**src/shared/tcc_consts.svh**
```systemverilog
// Constant macros for the sixteen-bit timer/counter: codes, masks, limits and reset values.
`ifndef TCC_CONSTS_SVH
`define TCC_CONSTS_SVH
`define TCC_CS_STOP 3'h0
`define TCC_CS_DIV1 3'h1
`define TCC_CS_DIV8 3'h2
`define TCC_CS_DIV64 3'h3
`define TCC_CS_DIV256 3'h4
`define TCC_CS_DIV1024 3'h5
`define TCC_CS_EXT_FALL 3'h6
`define TCC_CS_EXT_RISE 3'h7
`define TCC_MASK_DIV8 10'h007
`define TCC_MASK_DIV64 10'h03F
`define TCC_MASK_DIV256 10'h0FF
`define TCC_MASK_DIV1024 10'h3FF
`define TCC_PRESC_RST 10'h000
`define TCC_PRESC_STEP 10'h001
`define TCC_TOP_8BIT 16'h00FF
`define TCC_TOP_9BIT 16'h01FF
`define TCC_TOP_10BIT 16'h03FF
`define TCC_MAX 16'hFFFF
`define TCC_FLOOR 16'h0000
`define TCC_CNT_STEP 16'h0001
`define TCC_CNT_RST 16'h0000
`define TCC_BYTE_RST 8'h00
`define TCC_WGM_PFC_CAP 4'h8
`define TCC_WGM_PC_CAP 4'hA
`define TCC_WGM_CTC_CAP 4'hC
`define TCC_WGM_FAST_CAP 4'hE
`define TCC_FILT_SAMPLES 4
`endif

```
**src/shared/tcc_pkg.sv**
```systemverilog
// Type package for the sixteen-bit timer/counter.
package tcc_pkg;
  // Byte location addressed by the CPU access port.
  typedef enum logic [2:0] {
    tcc_sel_cnt_lo, tcc_sel_cnt_hi, tcc_sel_cap_lo,
    tcc_sel_cap_hi, tcc_sel_cmpa_lo, tcc_sel_cmpa_hi
  } tcc_sel_e;
  // Counting direction of the dual-slope sequences.
  typedef enum logic {tcc_dir_up, tcc_dir_down} tcc_dir_e;
  // Kind of counting sequence picked by the waveform mode.
  typedef enum logic [1:0] {
    tcc_seq_normal, tcc_seq_clear, tcc_seq_wrap, tcc_seq_dual
  } tcc_seq_e;
endpackage

```
**src/shared/tcc_cap_if.sv**
```systemverilog
// Interface between the timer core and its capture input filter.
`timescale 1ns/100ps
interface tcc_cap_if;
  logic raw_in;     // Selected trigger source level.
  logic filt_en;    // Noise canceler enable.
  logic rising_sel; // High picks rising edges, low picks falling edges.
  logic input_en;   // Edge detector input enable.
  logic cap_evt;    // One-cycle capture strobe.
  // Timer core side.
  modport core (output raw_in, output filt_en, output rising_sel,
                output input_en, input cap_evt);
  // Filter side.
  modport filt (input raw_in, input filt_en, input rising_sel,
                input input_en, output cap_evt);
endinterface

```
**src/logic/tcc_noise_filter.sv**
```systemverilog
// Capture input sampler, four-sample noise canceler and edge detector.
`timescale 1ns/100ps
`include "tcc_consts.svh"
module tcc_noise_filter (
  // System clock and reset.
  input wire logic clk,
  input wire logic rstn,
  // Link to the timer core.
  tcc_cap_if.filt cif
);
  logic in_q;                               // Sampled trigger level.
  logic [`TCC_FILT_SAMPLES-1:0] hist;       // Last four samples.
  logic filt_out;                           // Filtered level.
  logic filt_prev;                          // Filtered level one cycle back.

  // Sample the source and keep a short history; runs on the system clock only.
  always_ff @(posedge clk or negedge rstn) begin
    if (!rstn) begin
      in_q <= 1'b0;
      hist <= '0;
    end else begin
      in_q <= cif.raw_in;
      hist <= {hist[`TCC_FILT_SAMPLES-2:0], in_q};
    end
  end

  // The output only moves once every sample agrees; bypassed when disabled.
  always_ff @(posedge clk or negedge rstn) begin
    if (!rstn) begin
      filt_out <= 1'b0;
    end else if (!cif.filt_en) begin
      filt_out <= in_q;
    end else if (&hist) begin
      filt_out <= 1'b1;
    end else if (~|hist) begin
      filt_out <= 1'b0;
    end
  end

  // Edge detector; the previous level keeps tracking while disabled so that
  // re-enabling does not see a stale edge.
  always_ff @(posedge clk or negedge rstn) begin
    if (!rstn) begin
      filt_prev <= 1'b0;
      cif.cap_evt <= 1'b0;
    end else begin
      filt_prev <= filt_out;
      cif.cap_evt <= cif.input_en && (cif.rising_sel ? (filt_out && !filt_prev)
                                                     : (!filt_out && filt_prev));
    end
  end

  a_filter_hold: assert property (@(posedge clk) disable iff (!rstn)
    cif.filt_en && (|hist) && !(&hist) |=> filt_out == $past(filt_out))
    else $error("Filter output moved while samples disagreed.");

  a_edge_gate: assert property (@(posedge clk) disable iff (!rstn)
    !cif.input_en |=> !cif.cap_evt)
    else $error("Capture strobe raised while the input was disabled.");
endmodule

```
**src/logic/tcc_timer16.sv**
```systemverilog
// Sixteen-bit timer/counter core with shared prescaler and input capture.
`timescale 1ns/100ps
`include "tcc_consts.svh"

// Function
// Clock select zero keeps counter stopped.
// Prescaled first count lands 1 to N+1 cycles.
// Free-running shared prescaler; reset restarts all periods.
// Tick counts up, down or clears; flags extremes.
// Low-byte read latches high byte for later.
// High write fills hold; low write loads all.
// CPU write beats any count action.
// Counter accessible with or without a tick.
// Four-bit waveform mode picks the sequence.
// Overflow flag set per mode, can interrupt.
// Matching edge copies counter into capture register.
// Capture flag sets in the copy cycle.
// Capture flag interrupts; cleared by ack or one.
// Capture low read latches high byte first.
// Capture register writable only in ceiling modes.
// Software writes high byte before low byte.
// Comparator capture select swaps in comparator output.
// Source switch may capture; software clears flag.
// Filter output changes after four agreeing samples.
// Filter enabled by bit, system clock, four-cycle delay.
// Capture input off only in capture-ceiling modes.
// Driving the capture pin port triggers capture.
// Ceiling is fixed, compare A or capture register.
// Edge setting picks rising or falling trigger.
module tcc_timer16 (
  // System clock and reset.
  input wire logic clk,
  input wire logic rstn,
  // Byte-wide CPU access port.
  input wire tcc_pkg::tcc_sel_e acc_sel,
  input wire logic acc_rd,
  input wire logic acc_wr,
  input wire logic [7:0] acc_wdata,
  output logic [7:0] acc_rdata,
  // Control bits.
  input wire logic [2:0] clock_select_field,
  input wire logic [3:0] waveform_mode_field,
  input wire logic prescaler_reset,
  input wire logic noise_filter_enable,
  input wire logic edge_rising,
  input wire logic comparator_capture_select,
  input wire logic capture_irq_enable,
  input wire logic overflow_irq_enable,
  // Flag clearing: interrupt taken or a one written.
  input wire logic capture_irq_ack,
  input wire logic capture_flag_clear,
  input wire logic overflow_irq_ack,
  input wire logic overflow_flag_clear,
  // External event and count inputs.
  input wire logic capture_pin,
  input wire logic comparator_output,
  input wire logic ext_count_pin,
  // Status outputs.
  output logic [15:0] count_value,
  output logic count_ceiling,
  output logic count_floor,
  output logic capture_flag,
  output logic capture_irq,
  output logic overflow_flag,
  output logic overflow_irq,
  // Prescaler taps shared with the neighbouring timer.
  output logic [3:0] presc_taps
);
  import tcc_pkg::*;

  logic [9:0] presc;          // Free-running prescaler count.
  logic [3:0] tap_now;        // Divide-by-8, 64, 256 and 1024 pulses.
  logic ext_q;                // Sampled external count pin.
  logic ext_prev;             // External pin one cycle back.
  logic timer_tick;           // Selected count enable.
  tcc_seq_e seq;              // Sequence picked by the mode.
  logic [15:0] ceil_val;      // Current counter ceiling.
  logic cap_top;              // Capture register acts as ceiling.
  tcc_dir_e dir;              // Dual-slope direction.
  tcc_dir_e next_dir;         // Direction after this tick.
  logic [15:0] next_cnt;      // Counter after this tick.
  logic ovf_evt;              // Overflow point reached on this tick.
  logic [7:0] hold_byte;      // Shared high-byte holding register.
  logic [15:0] cap_reg;       // Capture register.
  logic [15:0] cmpa;          // Compare register A.
  logic wr_cnt_lo;            // CPU writes the counter.
  logic next_cap_flag;        // Capture flag for the next cycle.
  logic next_ovf_flag;        // Overflow flag for the next cycle.

  tcc_cap_if cif ();

  // Prescaler never looks at the clock select; its reset hits all users.
  always_ff @(posedge clk or negedge rstn) begin
    if (!rstn) begin
      presc <= `TCC_PRESC_RST;
    end else if (prescaler_reset) begin
      presc <= `TCC_PRESC_RST;
    end else begin
      presc <= presc + `TCC_PRESC_STEP;
    end
  end

  // Decode the taps; a fresh enable lands anywhere in the period.
  always_comb begin
    tap_now[0] = (presc & `TCC_MASK_DIV8) == `TCC_MASK_DIV8;
    tap_now[1] = (presc & `TCC_MASK_DIV64) == `TCC_MASK_DIV64;
    tap_now[2] = (presc & `TCC_MASK_DIV256) == `TCC_MASK_DIV256;
    tap_now[3] = (presc & `TCC_MASK_DIV1024) == `TCC_MASK_DIV1024;
  end

  // Registered copy of the taps for the neighbouring timer.
  always_ff @(posedge clk or negedge rstn) begin
    if (!rstn) begin
      presc_taps <= 4'h0;
    end else begin
      presc_taps <= tap_now;
    end
  end

  // External count pin sampling for edge counting.
  always_ff @(posedge clk or negedge rstn) begin
    if (!rstn) begin
      ext_q <= 1'b0;
      ext_prev <= 1'b0;
    end else begin
      ext_q <= ext_count_pin;
      ext_prev <= ext_q;
    end
  end

  // Clock select picks the tick source; zero picks nothing.
  always_comb begin
    case (clock_select_field)
      `TCC_CS_STOP: timer_tick = 1'b0;
      `TCC_CS_DIV1: timer_tick = 1'b1;
      `TCC_CS_DIV8: timer_tick = tap_now[0];
      `TCC_CS_DIV64: timer_tick = tap_now[1];
      `TCC_CS_DIV256: timer_tick = tap_now[2];
      `TCC_CS_DIV1024: timer_tick = tap_now[3];
      `TCC_CS_EXT_FALL: timer_tick = ext_prev && !ext_q;
      `TCC_CS_EXT_RISE: timer_tick = ext_q && !ext_prev;
      default: timer_tick = 1'b0;
    endcase
  end

  // Mode decode: sequence kind and ceiling source.
  always_comb begin
    seq = tcc_seq_normal;
    ceil_val = `TCC_MAX;
    case (waveform_mode_field)
      4'h1: begin seq = tcc_seq_dual; ceil_val = `TCC_TOP_8BIT; end
      4'h2: begin seq = tcc_seq_dual; ceil_val = `TCC_TOP_9BIT; end
      4'h3: begin seq = tcc_seq_dual; ceil_val = `TCC_TOP_10BIT; end
      4'h4: begin seq = tcc_seq_clear; ceil_val = cmpa; end
      4'h5: begin seq = tcc_seq_wrap; ceil_val = `TCC_TOP_8BIT; end
      4'h6: begin seq = tcc_seq_wrap; ceil_val = `TCC_TOP_9BIT; end
      4'h7: begin seq = tcc_seq_wrap; ceil_val = `TCC_TOP_10BIT; end
      4'h8: begin seq = tcc_seq_dual; ceil_val = cap_reg; end
      4'h9: begin seq = tcc_seq_dual; ceil_val = cmpa; end
      4'hA: begin seq = tcc_seq_dual; ceil_val = cap_reg; end
      4'hB: begin seq = tcc_seq_dual; ceil_val = cmpa; end
      4'hC: begin seq = tcc_seq_clear; ceil_val = cap_reg; end
      4'hE: begin seq = tcc_seq_wrap; ceil_val = cap_reg; end
      4'hF: begin seq = tcc_seq_wrap; ceil_val = cmpa; end
      default: begin seq = tcc_seq_normal; ceil_val = `TCC_MAX; end
    endcase
  end

  // Modes that use the capture register as the ceiling.
  assign cap_top = (waveform_mode_field == `TCC_WGM_PFC_CAP)
                || (waveform_mode_field == `TCC_WGM_PC_CAP)
                || (waveform_mode_field == `TCC_WGM_CTC_CAP)
                || (waveform_mode_field == `TCC_WGM_FAST_CAP);

  // Next counter value on a tick, and where the overflow point falls.
  always_comb begin
    next_cnt = count_value;
    next_dir = dir;
    ovf_evt = 1'b0;
    if (timer_tick) begin
      case (seq)
        tcc_seq_clear: begin
          // Clear at the ceiling; overflow only at the full-scale value.
          next_cnt = (count_value == ceil_val) ? `TCC_FLOOR
                                               : count_value + `TCC_CNT_STEP;
          ovf_evt = count_value == `TCC_MAX;
        end
        tcc_seq_wrap: begin
          // Wrap at the ceiling, which is also the overflow point.
          next_cnt = (count_value == ceil_val) ? `TCC_FLOOR
                                               : count_value + `TCC_CNT_STEP;
          ovf_evt = count_value == ceil_val;
        end
        tcc_seq_dual: begin
          // Turn around at the ceiling and at the floor.
          if (dir == tcc_dir_up) begin
            if (count_value >= ceil_val) begin
              next_dir = tcc_dir_down;
              next_cnt = count_value - `TCC_CNT_STEP;
            end else begin
              next_cnt = count_value + `TCC_CNT_STEP;
            end
          end else if (count_value == `TCC_FLOOR) begin
            next_dir = tcc_dir_up;
            next_cnt = count_value + `TCC_CNT_STEP;
            ovf_evt = 1'b1;
          end else begin
            next_cnt = count_value - `TCC_CNT_STEP;
          end
        end
        default: begin
          // Plain count through full scale.
          next_cnt = count_value + `TCC_CNT_STEP;
          ovf_evt = count_value == `TCC_MAX;
        end
      endcase
    end
  end

  assign wr_cnt_lo = acc_wr && (acc_sel == tcc_sel_cnt_lo);

  // Counter and direction; a CPU write overrides counting even when stopped.
  always_ff @(posedge clk or negedge rstn) begin
    if (!rstn) begin
      count_value <= `TCC_CNT_RST;
      dir <= tcc_dir_up;
    end else if (wr_cnt_lo) begin
      count_value <= {hold_byte, acc_wdata}; // see see
    end else begin
      count_value <= next_cnt;
      dir <= next_dir;
    end
  end

  // Extremes registered, one cycle behind the counter.
  always_ff @(posedge clk or negedge rstn) begin
    if (!rstn) begin
      count_ceiling <= 1'b0;
      count_floor <= 1'b0;
    end else begin
      count_ceiling <= count_value == ceil_val;
      count_floor <= count_value == `TCC_FLOOR;
    end
  end

  // Shared holding register: high-byte writes fill it, counter and capture low reads latch it.
  always_ff @(posedge clk or negedge rstn) begin
    if (!rstn) begin
      hold_byte <= `TCC_BYTE_RST;
    end else if (acc_wr && (acc_sel == tcc_sel_cnt_hi || acc_sel == tcc_sel_cap_hi
                            || acc_sel == tcc_sel_cmpa_hi)) begin
      hold_byte <= acc_wdata; // see
    end else if (acc_rd && acc_sel == tcc_sel_cnt_lo) begin
      hold_byte <= count_value[15:8];
    end else if (acc_rd && acc_sel == tcc_sel_cap_lo) begin
      hold_byte <= cap_reg[15:8];
    end
  end

  // Read data; high locations of counter and capture return the hold byte.
  always_ff @(posedge clk or negedge rstn) begin
    if (!rstn) begin
      acc_rdata <= `TCC_BYTE_RST;
    end else if (acc_rd) begin
      case (acc_sel)
        tcc_sel_cnt_lo: acc_rdata <= count_value[7:0];
        tcc_sel_cnt_hi: acc_rdata <= hold_byte;
        tcc_sel_cap_lo: acc_rdata <= cap_reg[7:0];
        tcc_sel_cap_hi: acc_rdata <= hold_byte;
        tcc_sel_cmpa_lo: acc_rdata <= cmpa[7:0];
        tcc_sel_cmpa_hi: acc_rdata <= cmpa[15:8];
        default: acc_rdata <= `TCC_BYTE_RST;
      endcase
    end
  end

  // Compare register A, loaded whole on its low-byte write.
  always_ff @(posedge clk or negedge rstn) begin
    if (!rstn) begin
      cmpa <= `TCC_CNT_RST;
    end else if (acc_wr && acc_sel == tcc_sel_cmpa_lo) begin
      cmpa <= {hold_byte, acc_wdata};
    end
  end

  // Capture register: timestamps events, or takes a ceiling value in the
  // capture-ceiling modes, where the event input is shut off.
  always_ff @(posedge clk or negedge rstn) begin
    if (!rstn) begin
      cap_reg <= `TCC_CNT_RST;
    end else if (cif.cap_evt) begin
      cap_reg <= count_value;
    end else if (acc_wr && acc_sel == tcc_sel_cap_lo && cap_top) begin
      cap_reg <= {hold_byte, acc_wdata};
    end
  end

  // Trigger path into the filter; the pin is sampled whoever drives it, so a
  // port write onto it triggers like any outside event.
  assign cif.raw_in = comparator_capture_select ? comparator_output // see
                                                : capture_pin;
  assign cif.filt_en = noise_filter_enable;
  assign cif.rising_sel = edge_rising;
  assign cif.input_en = !cap_top;

  tcc_noise_filter u_filt (
    .clk(clk),
    .rstn(rstn),
    .cif(cif)
  );

  // Flag updates; a new event wins over a clear in the same cycle.
  assign next_cap_flag = cif.cap_evt
                      || (capture_flag && !(capture_irq_ack || capture_flag_clear));
  assign next_ovf_flag = (ovf_evt && !wr_cnt_lo)
                      || (overflow_flag && !(overflow_irq_ack || overflow_flag_clear));

  // Flags and their interrupt requests.
  always_ff @(posedge clk or negedge rstn) begin
    if (!rstn) begin
      capture_flag <= 1'b0;
      capture_irq <= 1'b0;
      overflow_flag <= 1'b0;
      overflow_irq <= 1'b0;
    end else begin
      capture_flag <= next_cap_flag; // see
      capture_irq <= next_cap_flag && capture_irq_enable;
      overflow_flag <= next_ovf_flag;
      overflow_irq <= next_ovf_flag && overflow_irq_enable;
    end
  end

  a_stop_hold: assert property (@(posedge clk) disable iff (!rstn)
    clock_select_field == `TCC_CS_STOP && !wr_cnt_lo |=> $stable(count_value))
    else $error("Counter moved with no tick source selected.");

  a_cpu_load: assert property (@(posedge clk) disable iff (!rstn)
    wr_cnt_lo |=> count_value == {$past(hold_byte), $past(acc_wdata)})
    else $error("CPU write did not load the counter.");

  a_read_latch: assert property (@(posedge clk) disable iff (!rstn)
    acc_rd && acc_sel == tcc_sel_cnt_lo ##1 acc_rd && acc_sel == tcc_sel_cnt_hi
    |=> acc_rdata == $past(count_value[15:8], 2))
    else $error("High-byte read missed the latched counter byte.");

  a_cap_copy: assert property (@(posedge clk) disable iff (!rstn)
    cif.cap_evt |=> cap_reg == $past(count_value) && capture_flag)
    else $error("Capture did not store the counter and set the flag.");

  a_set_wins: assert property (@(posedge clk) disable iff (!rstn)
    cif.cap_evt && (capture_flag_clear || capture_irq_ack) |=> capture_flag)
    else $error("Capture event lost to a simultaneous clear.");

  a_cap_guard: assert property (@(posedge clk) disable iff (!rstn)
    !cap_top && !cif.cap_evt |=> $stable(cap_reg))
    else $error("Capture register written outside ceiling modes.");

  a_up_step: assert property (@(posedge clk) disable iff (!rstn)
    timer_tick && seq == tcc_seq_normal && !wr_cnt_lo
    |=> count_value == $past(count_value) + `TCC_CNT_STEP)
    else $error("Counter did not step by one on a tick.");

  a_ceil_clear: assert property (@(posedge clk) disable iff (!rstn)
    timer_tick && seq == tcc_seq_clear && count_value == ceil_val && !wr_cnt_lo
    |=> count_value == `TCC_FLOOR)
    else $error("Counter did not clear at the ceiling.");

  a_presc_reset: assert property (@(posedge clk) disable iff (!rstn)
    prescaler_reset |=> presc == `TCC_PRESC_RST
    ##1 presc == ($past(prescaler_reset) ? `TCC_PRESC_RST : `TCC_PRESC_STEP))
    else $error("Prescaler did not restart after its reset.");
endmodule

```
**config.mk**
```make
export PLATFORM = sky130hd
export DESIGN_NAME = tcc_timer16
export DESIGN_NICKNAME = d
export VERILOG_FILES = /design/src/shared/tcc_pkg.sv /design/src/shared/tcc_cap_if.sv /design/src/logic/tcc_noise_filter.sv /design/src/logic/tcc_timer16.sv
export VERILOG_INCLUDE_DIRS = /design/src /design/src/shared
export SDC_FILE = /design/constraint.sdc
export NUM_CORES = 1
export LEC_CHECK = 0
export BUFFER_PORTS_ARGS = -buffer_cell sky130_fd_sc_hd__buf_4
export CELL_PAD_IN_SITES_DETAIL_PLACEMENT = 1
export CELL_PAD_IN_SITES_GLOBAL_PLACEMENT = 1
export CORE_MARGIN = 8
export CORE_UTILIZATION = 49
export CTS_BUF_LIST = sky130_fd_sc_hd__clkbuf_4 sky130_fd_sc_hd__clkbuf_8 sky130_fd_sc_hd__clkbuf_16
export CTS_CLUSTER_SIZE = 30
export DETAILED_ROUTE_END_ITERATION = 10
export PLACE_DENSITY_LB_ADDON = 0.1
export SYNTH_ARGS = -nofsm -noshare
export SYNTH_HDL_FRONTEND = slang
export SYNTH_SLANG_ARGS = --single-unit
```
**constraint.sdc**
```tcl
create_clock -name clk -period 6.1 [get_ports clk]
set_input_delay 0.305 -clock clk [delete_from_list [all_inputs] [get_ports clk]]
set_output_delay 0.305 -clock clk [all_outputs]
set_load 0.05 [all_outputs]
```
==> Word level (Yosys, flattened, before mapping) <==
Index checks and enable logic that the tools add are counted.
{ "classes": {"n_addsub": 3, "mul": 0, "div_mod_pow": 0, "order_cmp": 1, "n_eq_ne": 36, "shifts": 0, "n_mux": 29, "bitwise": 1, "reduce_logical": 53} }
{ "ops": {"columns": ["op", "n"], "rows": [
  ["$mux 16", 8],
  ["$pmux 16 s5", 1],
  ["$pmux 8 s5", 1],
  ["$pmux 16 s2", 1],
  ["$eq 4x4->1 const B", 7],
  ["$mux 8", 3],
  ["$eq 3x3->1 const B", 7],
  ["$logic_and 1x1->1", 17],
  ["$add 16x1->16 const B", 1],
  ["$eq 16x16->1", 1],
  ["$eq 16x16->1 const B", 1],
  ["$eq 4x3->1 const B", 4],
  ["$ge 16x16->1", 1],
  ["$logic_not 16->1", 1],
  ["$sub 16x1->16 const B", 1],
  ["$eq 3x2->1 const B", 4],
  ["$reduce_or 2->1", 6],
  ["$reduce_or 4->1", 3],
  ["$mux 1", 11],
  ["$add 10x1->10 const B", 1],
  ["$eq 10x10->1 const B", 1],
  ["$mux 10", 1],
  ["$logic_or 1x1->1", 9],
  ["$eq 4x2->1 const B", 2],
  ["19 further kinds", 30]
]} }
{ "totals": {"regBits": 95, "latchBits": 0, "mem_bits_rw": 0, "romBits": 0, "inputBits": 35, "out_inout_bits": 34, "n_memories": 0} }

==> Depth between registers and ports, before layout <==
{ "logic_depth": {"word_depth": 9, "depth_mapped": 17, "mapped_depth_nobuf": 13} }

==> Cells and area by module <==
Synthesis repeated with hierarchy kept, for this count alone.
{ "hier_totals": {"hier_cells": 675, "area_unflattened_um2": 6113.4} }
{ "by_module_without_submodules": {"columns": ["module", "instances", "cells_per_inst", "area_each_um2", "seq_area_each_um2"], "rows": [
  ["tcc_timer16", 1, 659, 5859.4, 2177.1],
  ["tcc_noise_filter", 1, 16, 254.0, 200.2]
]} }

==> Least setup slack after synthesis <==
OpenSTA, ideal clock, no wires.
{ "synth_path": {"kind": "in2reg", "startpoint": "input waveform_mode_field[0]", "endpoint": "register count_value[7]", "setup_time_ns": 0.144, "arrival_ns": 3.301, "required_time_ns": 5.956, "slack_ns": 2.655, "path_stages": 14, "n_path_buf": 4, "path_cell_list": "clkbuf_1 clkbuf_1 clkbuf_1 a21oi_1 a211oi_1 ha_1 nand4_1 nor2_1 a2111o_1 nor3_2 clkbuf_1 nor3_1 o311ai_0 o311ai_1"} }
{ "synth_via": {"elab_chain_len": 9, "word_cells_on_any_way": 36} }
{ "synth_rtl": {"columns": ["item", "line_no", "rtl"], "rows": [
  ["start: declaration", "tcc_timer16.sv:42", "input wire logic [3:0] waveform_mode_field,"],
  ["$eq 4x4->1, or another cell as far along", "tcc_timer16.sv:150", "case (waveform_mode_field)"],
  ["$reduce_or 4->1 (no source line) or $reduce_or 2->1 (tied branches)", null, null],
  ["$pmux 16 s5", "tcc_timer16.sv:150", null],
  ["$ge 16x16->1", "tcc_timer16.sv:197", "if (count_value >= ceil_val) begin"],
  ["$mux 16", "tcc_timer16.sv:197", null],
  ["$mux 16", "tcc_timer16.sv:196", "if (dir == tcc_dir_up) begin"],
  ["$pmux 16 s2 (*)", "tcc_timer16.sv:181", "case (seq)"],
  ["$mux 16 (*)", "tcc_timer16.sv:180", "if (timer_tick) begin"],
  ["$mux 16 (*)", "tcc_timer16.sv:227", "end else if (wr_cnt_lo) begin"],
  ["end signal: assignment", "tcc_timer16.sv:225", "count_value <= `TCC_CNT_RST;"],
  ["end signal: assignment", "tcc_timer16.sv:228", "count_value <= {hold_byte, acc_wdata};"],
  ["end signal: assignment", "tcc_timer16.sv:230", "count_value <= next_cnt;"],
  ["end: declaration", "tcc_timer16.sv:59", "output logic [15:0] count_value,"]
]} }
Every way passes the cells marked *; elsewhere a longest branch is shown, timed or not. The select of a mux whose other input is x is not followed.
A chain may end at the register's enable or synchronous reset.

==> Worst setup path in the final report <==
{ "layout_path": {"startpoint": "input waveform_mode_field[1]", "endpoint": "register count_value[9]"} }
The elaborated chain is that of the path after synthesis.

==> run_results.csv <==
group,metric,value,unit
sta,timing.final.crit_share,0.6662,
route,total_number_of_vias,5704,
yosys,mappedNetlistArea,6077,um2
clocking,post_cts_buffers,0,
global_route,top_usage_layer,"met2",
final_layout,num-nets-final,766,
pwr,ir_drop,0.0001939,V
sta,period_minus_slack,4.064,ns
worst_setup_path,critPathMaxStageDelay,0.87,ns
yosys,synth.area.top_cells,"dfrtp_1 39%, ha_1 4.9%, mux2i_1 4.8%, mux2_2 4.1%, a21oi_1 3.9%",
global_route,met2_capacity_usage_during_global_routing,0.4607,
sta,timing.fmax,0.2461,GHz
clocking,cts.sink_count,95,
pwr,final_total_pwr,2.675,mW
clocking,cts_buffer_count,9,
yosys,synth.distinct_cells,68,
floorplanning,design.die.area,16220,um2
final_layout,area_growth_syn_to_layout,13.90,%
yosys,synth-seq-cells,95,
worst_setup_path,slowest_stage,"a21oi_1",
global_route,groute.layer.met1.usage,0.3447,
run,cap_viol_max_count,0,
worst_setup_path,crit_required,6.34,ns
worst_setup_path,critPathBufInv,1,
worst_setup_path,criticalPathCategory,"input port to flop",
clocking,post_cts_resized,0,
pwr,power.static_leakage,2.905,nW
floorplanning,core-area,12060,um2
yosys,post_syn_instances,672,
route,dr.first_iter.drc_count,546,
final_layout,layout-drive-gt1-share,0.1784,
yosys,synth_commonest_cells,"95 x dfrtp_1, 61 x nand2_1, 47 x a21oi_1, 47 x nor2_1, 45 x o21ai_0",
final_layout,finalCoreUtilization,0.5739,
global_route,grt_max_degree,53,
global_route,first_pass_grt_wire_length,34070,um
floorplanning,std_cell_rows,40,
worst_setup_path,path_delay_family,"compound AO/OA/AOI/OAI gates",
yosys,yosys.area.top_type_share,0.3912,
global_route,first_global_vias,5981,
sta,fin_setup_tns,0,ns
placement,detailedPlacementHpwl,15140,um
yosys,synth-async-reset-ratio,1.000,
yosys,synth_warnings,0,
yosys,yosys.cell_count.top_type,"dfrtp_1",
clocking,ctsHtreeMaxLevel,3,
sta,fin_worst_skew,0.008200,ns
yosys,yosysSeqAreaShare,0.3912,
pwr,cellPowerDensity,386.4,nW/um2
global_route,grt_util_all_layers,0.2706,
route,drt.antenna.violating_nets,0,
clocking,tritoncts,"done",
worst_setup_path,end_kind,"flop",
global_route,groute.layer.met3.usage,0.03369,
floorplanning,top_level_ports,69,
yosys,synth.avg_cell_area,9.043,um2
worst_setup_path,timing.critical_path.fanout_max,13,
yosys,synth_top_area_cell,"dfrtp_1",
global_route,grt_overflow,0,
route,per_cell_routed_wire_length,24.40,um
worst_setup_path,crit_arrival,4.30,ns
clocking,cts.path.max_buffers,2,
floorplanning,floorplan.initialDensity,0.5038,
placement,gpl.final_weighted_congestion,0.9019,
floorplanning,die_h,127.4,um
sta,report.final.slew_viol_count,0,
yosys,dominant_register_cell_in_the_synthesized_netlist,"dfrtp_1",
clocking,clock_insertion_delay_worst_skew,0.36,ns
clocking,clk_root_buffer_cell,"clkbuf_16",
sta,finalHoldViolCount,0,
min_path,min-delay-path-class,"input port to flop",
worst_setup_path,critical_path.cell_chain,"buf_4 -> nor2b_1 -> nor2_1 -> nand2_1 -> o21a_1 -> o22ai_1 -> ha_1 -> nand4_1 -> nor4_1 -> o21ai_0 -> a21oi_1 -> nand2_2 -> a221o_1 -> a22o_1",
global_route,grt_antenna_before_repair,0,
floorplanning,die_width,127.4,um
clocking,path_clk_slew,0.07,ns
sta,setup_viol,0,
final_layout,antenna_diodes,0,
yosys,synth_nets,731,
route,routed_via_density,6.482,
route,drtPass1Iterations,5,
route,post_route_wl,21470,um
worst_setup_path,critPathLaunchType,"input port",
sta,maxSlewHeadroom,0.2109,
sta,rsz0062_at_grt,"false",
sta,worst_pin_slew,1.184,ns
outcome,status,"finished clean",
placement,buffer_ports.inserted,68,
yosys,post_synth_edffs,0,
clocking,postCtsHoldBufs,1,
route,drc,0,
[layer usage]
metal / wire [um] / up-vias / share of wire
met1: 9146 / 2915 / 0.43
met4: 476 / 0 / 0.022
met3: 1122 / 29 / 0.052
li1: - / 2567 / -
met2: 10730 / 193 / 0.50
met5: 0 / - / 0
[placed cells by master (no fill, tap or decap), types with 4 or more instances in the layout]
| cell | Yosys | layout |
|---|---|---|
| a211oi_1 | 10 | 10 |
| a21boi_0 | 4 | 4 |
| a21oi_1 | 47 | 47 |
| a221o_1 | 5 | 5 |
| a221oi_1 | 7 | 7 |
| a22oi_1 | 6 | 6 |
| a31oi_1 | 6 | 5 |
| and2_1 | 5 | 5 |
| and3_1 | 5 | 5 |
| buf_4 | 3 | 74 |
| clkbuf_16 | 0 | 9 |
| dfrtp_1 | 95 | 95 |
| ha_1 | 24 | 24 |
| inv_1 | 18 | 18 |
| mux2_2 | 22 | 22 |
| mux2i_1 | 29 | 29 |
| nand2_1 | 61 | 61 |
| nand2b_1 | 11 | 11 |
| nand3_1 | 10 | 10 |
| nand4_1 | 9 | 9 |
| nor2_1 | 47 | 47 |
| nor2b_1 | 10 | 10 |
| nor3_1 | 17 | 16 |
| nor3b_1 | 10 | 9 |
| nor4_1 | 9 | 9 |
| o211ai_1 | 8 | 8 |
| o21a_1 | 6 | 6 |
| o21ai_0 | 45 | 45 |
| o221ai_1 | 10 | 10 |
| o22ai_1 | 16 | 16 |
| or2_2 | 4 | 4 |
| or3_1 | 7 | 7 |
| xnor2_1 | 8 | 8 |
| xor2_1 | 4 | 4 |
[stage by stage]
| stage | setup WS (ns) | cell area, um2 | std cells | hold WS [ns] |
|---|---|---|---|---|
| finish | 2.036 | 6922 | 880 | 0.04809 |
| global route | 1.735 | 6922 | 880 | 0.04650 |
| CTS | 2.172 | 6922 | 880 | 0.04696 |
| detailed placement | 1.809 | 6625 | 863 | 0.3498 |
| global placement | 1.976 | 6625 | 863 | 0.3484 |
| floorplan | 2.655 | 6077 | 672 | 0.009409 |
[area by class of cell]
cell class,instances,area [um2]
repair buffers,75,565.5
flip-flops and latches,95,2377
inverters,18,67.56
clock inverters,5,40.04
multi-input cells,508,3415
clock buffers,11,246.5
fillers,1394,5140
well taps,168,210.2
[power by group]
part / internal, mW / switching [mW]
clock network: 0.297 / 0.270
logic: 0.397 / 0.627
registers: 0.778 / 0.307
total: 1.47 / 1.20
[path summary, 6_finish.rpt]
check	from	end	slack, ns	cells after the start
min in group asynchronous	rstn	u_filt.hist[2]	0.51	2
worst min-delay path	ext_count_pin	ext_q	0.05	1
max in group asynchronous	rstn	count_value[10]	4.47	3
worst max register to register	count_value[13]	count_value[9]	2.21	8
worst max-delay path	waveform_mode_field[1]	count_value[9]	2.04	14
worst min register to register	u_filt.hist[1]	u_filt.hist[2]	0.38	0
[cell families (layout without fill, tap and decap cells)]
kind of cell | Yosys count | in the layout | share of synthesized area
and+or+nand+nor | 222 | 222 | 0.1882
AOI/OAI and AO/OA | 199 | 199 | 0.2147
DFF | 95 | 95 | 0.3912
buffers and inverters | 69 | 109 | 0.05065
muxes | 51 | 51 | 0.08853
adders and majority gates | 24 | 24 | 0.04941
xor gates and xnor gates | 12 | 12 | 0.01729
No activity file was read; power rests on OpenSTA's default activity.
